### src/core/swc_cfg.svh
`ifndef SWC_CFG_SVH
`define SWC_CFG_SVH
// ----------------------------------------
// feature current field positions
// ----------------------------------------
`define SWC_URG_BIT 7
`define SWC_WC_BIT 6
`define SWC_FLUSH_BIT 5
`define SWC_HSE_BIT 4
`define SWC_SID_MSB 2
// ----------------------------------------
// command, status and error bits
// ----------------------------------------
`define SWC_CMD_CODE 8'h3B
`define SWC_ST_BSY 7
`define SWC_ST_RDY 6
`define SWC_ST_SE 5
`define SWC_ST_ERR 0
`define SWC_ER_IDNF 4
`define SWC_ER_ABRT 2
`define SWC_ER_TIME_LIMIT_EXCEEDED_FLAG 0
// ----------------------------------------
// timing and sizes
// ----------------------------------------
`define SWC_CLK_MHZ 25
`define SWC_US_CYC 25
`define SWC_MIN_COMPLETION_TIME_LIMIT_US 32'h0000_03E8
`define SWC_STREAMS 8
`define SWC_FIFO_DEPTH 8
`endif

### src/core/swc_pkg.sv
package swc_pkg;
  typedef enum logic [4:0] {
    SWC_IDLE  = 5'h01,
    SWC_XFER  = 5'h02,
    SWC_FLUSH = 5'h04,
    SWC_DONE  = 5'h08,
    SWC_ABORT = 5'h10
  } swc_state_t;
  typedef logic [2:0] swc_sid_t;
endpackage : swc_pkg

### src/core/swc_fifo.sv
`timescale 1ns/1ps
`default_nettype none
module swc_fifo #(
  parameter int WIDTH = 16,
  parameter int DEPTH = 8
) (
  input wire logic clock_in, // clock
  input wire logic rst_in, // sync reset
  input wire logic in_valid_in, // write valid
  output logic in_ready_out, // not full
  input wire logic [WIDTH-1:0] in_data_in, // write data
  output logic out_valid_out, // not empty
  input wire logic out_ready_in, // read ready
  output logic [WIDTH-1:0] out_data_out // head word
);
  localparam int AW = $clog2(DEPTH);
  logic [WIDTH-1:0] mem_reg [DEPTH];
  logic [AW-1:0] wr_reg;
  logic [AW-1:0] rd_reg;
  logic [AW:0] cnt_reg;
  logic push;
  logic pop;
  assign in_ready_out = (cnt_reg != DEPTH[AW:0]);
  assign out_valid_out = (cnt_reg != '0);
  assign push = in_valid_in & in_ready_out;
  assign pop = out_valid_out & out_ready_in;
  assign out_data_out = mem_reg[rd_reg];
  always_ff @(posedge clock_in) begin
    if (push) begin
      mem_reg[wr_reg] <= in_data_in;
    end
  end
  always_ff @(posedge clock_in) begin
    if (rst_in) begin
      wr_reg <= '0;
      rd_reg <= '0;
      cnt_reg <= '0;
    end else begin
      if (push) begin
        wr_reg <= wr_reg + 1'b1;
      end
      if (pop) begin
        rd_reg <= rd_reg + 1'b1;
      end
      cnt_reg <= cnt_reg + {{AW{1'b0}}, push} - {{AW{1'b0}}, pop};
    end
  end
endmodule : swc_fifo
`default_nettype wire

### src/core/swc_ctrl.sv
`include "swc_cfg.svh"
`timescale 1ns/1ps
`default_nettype none
module swc_ctrl (
  input wire logic clock_in, // 25 MHz clock
  input wire logic rst_in, // sync reset, high
  input wire logic cmd_write_in, // command register write strobe
  input wire logic [7:0] cmd_code_in, // command register value
  input wire logic [7:0] stream_write_options_in, // feature current
  input wire logic [7:0] completion_time_multiplier_in, // feature previous
  input wire logic [15:0] sector_count_in, // sector count, 0 = 65536
  input wire logic [47:0] start_lba_in, // starting block address
  input wire logic [31:0] timing_unit_in, // identify words 99:98, us
  input wire logic cfg_write_in, // stream configuration strobe
  input wire swc_pkg::swc_sid_t cfg_sid_in, // configured stream
  input wire logic [15:0] cfg_default_in, // default limit multiplier
  input wire logic high_order_byte_select_in, // selects upper lba bytes
  input wire logic xfer_valid_in, // host sector data valid
  output logic xfer_ready_out, // sector accepted
  input wire logic [15:0] xfer_data_in, // sector word
  input wire logic xfer_err_in, // transfer error on this word
  output logic media_valid_out, // word to media
  input wire logic media_ready_in, // media accepts word
  output logic [15:0] media_data_out, // media word
  input wire logic media_err_in, // media write error, pulse
  input wire logic flush_done_in, // media committed stream data
  output logic flush_req_out, // commit buffered stream data
  output var swc_pkg::swc_sid_t media_sid_out, // stream in use
  output logic resume_recovery_out, // resume earlier recovery
  output logic urgent_out, // urgent priority hint
  output logic [7:0] status_out, // ending status
  output logic [7:0] error_out, // error log
  output logic [7:0] lba_lo_out, // sector number
  output logic [7:0] lba_mid_out, // cylinder low
  output logic [7:0] lba_hi_out, // cylinder high
  output logic intrq_out // completion interrupt, pulse
);
  import swc_pkg::*;
  swc_state_t state_reg;
  logic [7:0] opts_reg;
  logic [16:0] left_reg;
  logic [47:0] cur_lba_reg;
  logic [47:0] err_lba_reg;
  logic err_seen_reg;
  logic [15:0] dflt_reg [`SWC_STREAMS];
  logic [`SWC_STREAMS-1:0] cfgd_reg;
  logic [47:0] limit_reg;
  logic limit_on_reg;
  logic [47:0] elapsed_reg;
  logic [4:0] us_reg;
  logic fifo_in_ready;
  logic fifo_push;
  logic start;
  logic expired;
  logic any_err;
  logic [47:0] req_us;
  logic [47:0] lim_us;
  logic [15:0] mult;

  function automatic logic [47:0] calc_us(input logic [15:0] m,
                                          input logic [31:0] unit);
    calc_us = 48'(m) * 48'(unit);
  endfunction : calc_us

  assign start = cmd_write_in && (cmd_code_in == `SWC_CMD_CODE)
                 && (state_reg == SWC_IDLE);
  assign any_err = (fifo_push && xfer_err_in) || media_err_in;
  assign expired = limit_on_reg && (elapsed_reg >= limit_reg);
  // ----------------------------------------
  // time limit selection
  // ----------------------------------------
  always_comb begin
    mult = 16'(completion_time_multiplier_in);
    if (completion_time_multiplier_in == 8'h00) begin
      mult = dflt_reg[stream_write_options_in[`SWC_SID_MSB:0]];
    end
    req_us = calc_us(mult, timing_unit_in);
    lim_us = (req_us < 48'(`SWC_MIN_COMPLETION_TIME_LIMIT_US)) ?
             48'(`SWC_MIN_COMPLETION_TIME_LIMIT_US) : req_us;
  end

  always_ff @(posedge clock_in) begin
    if (rst_in) begin
      cfgd_reg <= '0;
      for (int i = 0; i < `SWC_STREAMS; i++) begin
        dflt_reg[i] <= 16'h0000;
      end
    end else if (cfg_write_in) begin
      cfgd_reg[cfg_sid_in] <= 1'b1;
      dflt_reg[cfg_sid_in] <= cfg_default_in;
    end
  end
  // ----------------------------------------
  // command state machine
  // ----------------------------------------
  always_ff @(posedge clock_in) begin
    if (rst_in) begin
      state_reg <= SWC_IDLE;
    end else begin
      case (state_reg)
        SWC_IDLE: begin
          if (start) begin
            state_reg <= SWC_XFER;
          end
        end
        SWC_XFER: begin
          if (expired) begin
            state_reg <= SWC_ABORT;
          end else if (any_err && !opts_reg[`SWC_WC_BIT]) begin
            state_reg <= SWC_ABORT;
          end else if (left_reg == 17'h00000 && !media_valid_out) begin
            state_reg <= opts_reg[`SWC_FLUSH_BIT] ? SWC_FLUSH : SWC_DONE;
          end
        end
        SWC_FLUSH: begin
          if (expired) begin
            state_reg <= SWC_ABORT;
          end else if (flush_done_in) begin
            state_reg <= SWC_DONE;
          end
        end
        SWC_DONE: state_reg <= SWC_IDLE;
        SWC_ABORT: state_reg <= SWC_IDLE;
        default: state_reg <= SWC_IDLE;
      endcase
    end
  end

  always_ff @(posedge clock_in) begin
    if (rst_in) begin
      opts_reg <= 8'h00;
      limit_reg <= '0;
      limit_on_reg <= 1'b0;
    end else if (start) begin
      opts_reg <= stream_write_options_in;
      limit_reg <= lim_us;
      limit_on_reg <= (completion_time_multiplier_in != 8'h00) ||
        (cfgd_reg[stream_write_options_in[`SWC_SID_MSB:0]] &&
         mult != 16'h0000);
    end
  end
  // ----------------------------------------
  // elapsed time, microseconds
  // ----------------------------------------
  always_ff @(posedge clock_in) begin
    if (rst_in || start) begin
      us_reg <= 5'h00;
      elapsed_reg <= '0;
    end else if (state_reg != SWC_IDLE) begin
      if (us_reg == 5'(`SWC_US_CYC - 1)) begin
        us_reg <= 5'h00;
        elapsed_reg <= elapsed_reg + 48'h1;
      end else begin
        us_reg <= us_reg + 5'h01;
      end
    end
  end
  // ----------------------------------------
  // data path and sector count
  // ----------------------------------------
  // one word counts as one sector unit; errors do not stop intake under WC
  assign fifo_push = xfer_valid_in && fifo_in_ready &&
                     (state_reg == SWC_XFER) && (left_reg != 17'h00000);
  assign xfer_ready_out = fifo_push;

  always_ff @(posedge clock_in) begin
    if (rst_in) begin
      left_reg <= 17'h00000;
      cur_lba_reg <= '0;
    end else if (start) begin
      left_reg <= (sector_count_in == 16'h0000) ? 17'h10000 :
                  {1'b0, sector_count_in};
      cur_lba_reg <= start_lba_in;
    end else if (fifo_push) begin
      left_reg <= left_reg - 17'h00001;
      cur_lba_reg <= cur_lba_reg + 48'h1;
    end
  end

  swc_fifo #(.WIDTH(16), .DEPTH(`SWC_FIFO_DEPTH)) u_fifo (
    .clock_in(clock_in),
    .rst_in(rst_in),
    .in_valid_in(fifo_push),
    .in_ready_out(fifo_in_ready),
    .in_data_in(xfer_data_in),
    .out_valid_out(media_valid_out),
    .out_ready_in(media_ready_in),
    .out_data_out(media_data_out)
  );
  // ----------------------------------------
  // ending status and error log
  // ----------------------------------------
  always_ff @(posedge clock_in) begin
    if (rst_in || start) begin
      err_seen_reg <= 1'b0;
      err_lba_reg <= '0;
      error_out <= 8'h00;
    end else if (state_reg == SWC_XFER) begin
      if (any_err && !err_seen_reg) begin
        err_seen_reg <= 1'b1;
        err_lba_reg <= cur_lba_reg;
      end
      if (fifo_push && xfer_err_in) begin
        error_out[`SWC_ER_ABRT] <= 1'b1;
      end
      if (media_err_in) begin
        error_out[`SWC_ER_IDNF] <= 1'b1;
      end
      if (expired) begin
        error_out[`SWC_ER_TIME_LIMIT_EXCEEDED_FLAG] <= 1'b1;
      end
    end else if (state_reg == SWC_FLUSH && expired) begin
      error_out[`SWC_ER_TIME_LIMIT_EXCEEDED_FLAG] <= 1'b1;
    end
  end

  always_ff @(posedge clock_in) begin
    if (rst_in) begin
      status_out <= 8'h40;
      intrq_out <= 1'b0;
    end else begin
      intrq_out <= 1'b0;
      if (start) begin
        status_out <= 8'h80;
      end else if (state_reg == SWC_DONE || state_reg == SWC_ABORT) begin
        intrq_out <= 1'b1;
        status_out <= 8'h40;
        if (error_out != 8'h00 || err_seen_reg) begin
          if (opts_reg[`SWC_WC_BIT]) begin
            status_out[`SWC_ST_SE] <= 1'b1;
          end else begin
            status_out[`SWC_ST_ERR] <= 1'b1;
          end
        end
      end
    end
  end

  always_comb begin
    lba_lo_out = high_order_byte_select_in ? err_lba_reg[31:24] :
                 err_lba_reg[7:0];
    lba_mid_out = high_order_byte_select_in ? err_lba_reg[39:32] :
                  err_lba_reg[15:8];
    lba_hi_out = high_order_byte_select_in ? err_lba_reg[47:40] :
                 err_lba_reg[23:16];
  end

  assign flush_req_out = (state_reg == SWC_FLUSH);
  assign media_sid_out = opts_reg[`SWC_SID_MSB:0];
  assign resume_recovery_out = opts_reg[`SWC_HSE_BIT] &&
                               (state_reg != SWC_IDLE);
  assign urgent_out = opts_reg[`SWC_URG_BIT] &&
                      (state_reg != SWC_IDLE);
endmodule : swc_ctrl
`default_nettype wire

### config.mk
export PLATFORM = sky130hd
export DESIGN_NAME = swc_ctrl
export DESIGN_NICKNAME = d
export VERILOG_FILES = /design/src/core/swc_pkg.sv /design/src/core/swc_fifo.sv /design/src/core/swc_ctrl.sv
export VERILOG_INCLUDE_DIRS = /design/src /design/src/core
export SDC_FILE = /design/constraint.sdc
export NUM_CORES = 2
export LEC_CHECK = 0
export BUFFER_PORTS_ARGS = -buffer_cell sky130_fd_sc_hd__buf_2
export CORE_MARGIN = 5
export CORE_UTILIZATION = 47
export DETAILED_ROUTE_END_ITERATION = 8
export SLEW_MARGIN = 20
export SYNTH_ARGS = -nofsm -noshare
export SYNTH_HDL_FRONTEND = slang
export SYNTH_SLANG_ARGS = --single-unit
### constraint.sdc
create_clock -name clock_in -period 16.65 [get_ports clock_in]
set_clock_uncertainty 0.15 [all_clocks]
set_input_delay 0.8325 -clock clock_in [delete_from_list [all_inputs] [get_ports clock_in]]
set_output_delay 0.8325 -clock clock_in [all_outputs]
set_load 0.01 [all_outputs]
==> impl_metrics.ini <==
[status]
status = finished clean

[critical_path]
path_common_cell = fa_1
max_stage_delay_ns = 0.59
cp.arrival_ns = 10.14
crit_fanout = 35
worst_setup_path_end_kind = flop
start_kind = input port
crit_type = input port to flop
worst-path-stages = 28
r2r-start = dflt_reg[7][6]
crit_path_end = limit_reg[2]
slowest_stage = mux4_2
r2r_end = limit_reg[2]
critical-path-top-delay-family = adder cells
required_ns = 17.03
r2r_cells = 26
critPathLaunch = stream_write_options_in[0]
critPathBufInv = 7
ff2ff_setup_slack_ns = 7.51

[global_route]
grt_pass1_wl_um = 160000
grt_pass1_vias = 29500
grt_max_degree = 86
grt_overflow = 0
track_usage_pct = 21.6
grt_antenna_before_repair = 5

[yosys]
yosys_warnings = 0
avgSynthCellArea_sq_um = 9.79
post-synth-top-area-fraction_pct = 21.0
yosys-top-cells-area = fa_1 (21%), edfxtp_1 (19%), dfxtp_1 (13%)
seq_area_frac_synth_pct = 32.1
synth-seq-cells = 513
async_flop_share_pct = 0
synth_edf_count = 256
yosysUniqueCellTypes = 97
synth_ff_type = dfxtp_1
syn-cell-area_sq_mm = 0.0400
synth_largest_area_cell = fa_1
syn_inst = 4084

[power]
p_leak_nw = 18.9
internal-power_mw = 3.12
pwr-share-clk_pct = 24.7
share_comb_of_total_power_pct = 49.4
p_total_mw = 5.28
power_density_mw_per_mm2 = 120
switching_share_pct = 40.9
peakVddDrop_mv = 0.0953
p_seq_share_pct = 25.9
switching_power_mw = 2.16

[floorplanning]
start_util_pct = 47.2
die-area_sq_mm = 0.0910
placementRows = 107
ios = 230
die_x_um = 302
die_y_um = 302
core_area_sq_mm = 0.0847

[timing]
rsz0062_at_grt = no
relSlewSlack_pct = 32.8
setup_viol = 0
max_freq_mhz = 102
final.period_utilization_pct = 58.6
hold_viol = 0
worst_pin_slew_ns = 1.01
fin_crit_ns = 9.76
slew_viol_final = 0
finalSetupTns_ns = 0

[clock_network]
cts.path.max_buffers = 3
clock_latency_ns = 0.64
cts_tree = built
htree_levels = 2
cts.repair.resized = 0
cts_hold_buf = 0
cts_sinks = 513
path_clk_slew_ns = 0.06
cts_buffers = 57
postCtsSetupBuffers = 0
cts-root-buf = clkbuf_16

[final_layout]
n_fill_cell = 7722
layout_commonest_cell = nand2_1
fin_util_pct = 52.1
final_nets = 4965
area_growth_syn_to_layout_pct = 10.5
layout_common_cells = nand2_1 (609), inv_1 (551), fa_1 (419), and2_1 (331)
layout-drive-gt1-share_pct = 12.7

[detailed_routing]
via_per_inst = 5.29
num_vias = 28600
drtIter0Drc = 1540
firstDrtPassIters = 5
drc = 0
routedWlPerCell_um = 18.0
postRouteAntennaNets = 0
finalWirelength_um = 97200

[placement]
gp_congestion = 0.860
hpwl_um = 70400
portBuffers = 219

[hold_path]
hold_path.class = input port to flop

[run]
max_cap_viol_count = 0
-- Yosys cell counts, drive strengths merged, types with 13 or more instances --
cell and n:
a211oi 62, a21o 43, a21oi 189, a311oi 13
a31oi 16, and2 331, and3 31, buf 46
clkbuf 174, dfxtp 257, edfxtp 256, fa 419
ha 181, inv 552, mux2 46, mux2i 20
mux4 66, nand2 610, nand3 49, nand4 44
nor2 214, nor2b 14, nor3 47, nor4 26
o21a 15, o21ai 71, o21bai 14, or3 27
xnor2 39, xor2 78
-- area by class of cell --
type	count	area, sq um	share of cell area, %
repair buffers	269	1470	3.34
multi-input cells	2806	24300	55.1
flip-flops and latches	513	12800	29.1
well taps	1144	1430	3.24
clock inverters	35	444	1.01
inverters	553	2080	4.70
diodes	3	7.51	0.0170
clock buffers	72	1550	3.52
-- per-layer routing --
layer	track usage [%]	up-vias	share of wire (%)
met4	4.32	0	1.7
met3	2.74	132	3.7
met1	29.9	14300	45
met5	0	-	0
li1	-	13600	-
met2	37.1	513	50
-- kinds of logic after synthesis --
family | count (synthesis) | share of synthesized area, %
flops | 513 | 32.1
xor+xnor | 117 | 2.56
mux | 132 | 5.52
fa+ha+maj | 600 | 26.7
buf+inv | 773 | 7.45
compound gates | 493 | 7.99
other cells | 1 | 0.00938
simple gates | 1455 | 17.7
-- worst min path at each step --
stage	startpoint	to	slack, ns	depth (start not counted)
6_report	stream_write_options_in[5]	opts_reg[5]	0.29	3
5_1_grt	stream_write_options_in[6]	opts_reg[6]	0.29	3
4_1_cts	stream_write_options_in[4]	opts_reg[4]	0.24	3
3_5_place_dp	cfgd_reg[3]	cfgd_reg[3]	0.29	1
3_3_place_gp	cfgd_reg[3]	cfgd_reg[3]	0.28	1
2_1_floorplan	cfgd_reg[2]	cfgd_reg[2]	0.27	1
-- stage by stage --
step	hold slack (ns)	cells	setup WS (ns)	area [sq um]
finish	0.288	5395	6.89	44200
detailed placement	0.286	5285	6.20	42200
floorplan	0.271	4092	7.24	40000
global route	0.286	5393	6.42	44200
CTS	0.238	5392	6.86	44100
global placement	0.279	5285	6.23	42200
-- tightest hold or removal path: stages --
cell and delay (ns):
buf_2 0.10, nand2_1 0.04, a21oi_1 0.05
-- power by group through the flow --
stage	logic, mW	clock network [mW]	registers, mW
6_report	2.61	1.31	1.37
4_1_cts	2.62	1.34	1.37
3_5_place_dp	2.59	0	1.39
2_1_floorplan	1.96	0	1.39
3_3_place_gp	2.60	0	1.39
5_1_grt	2.93	1.39	1.37
No activity file was read; power rests on OpenSTA's default activity.
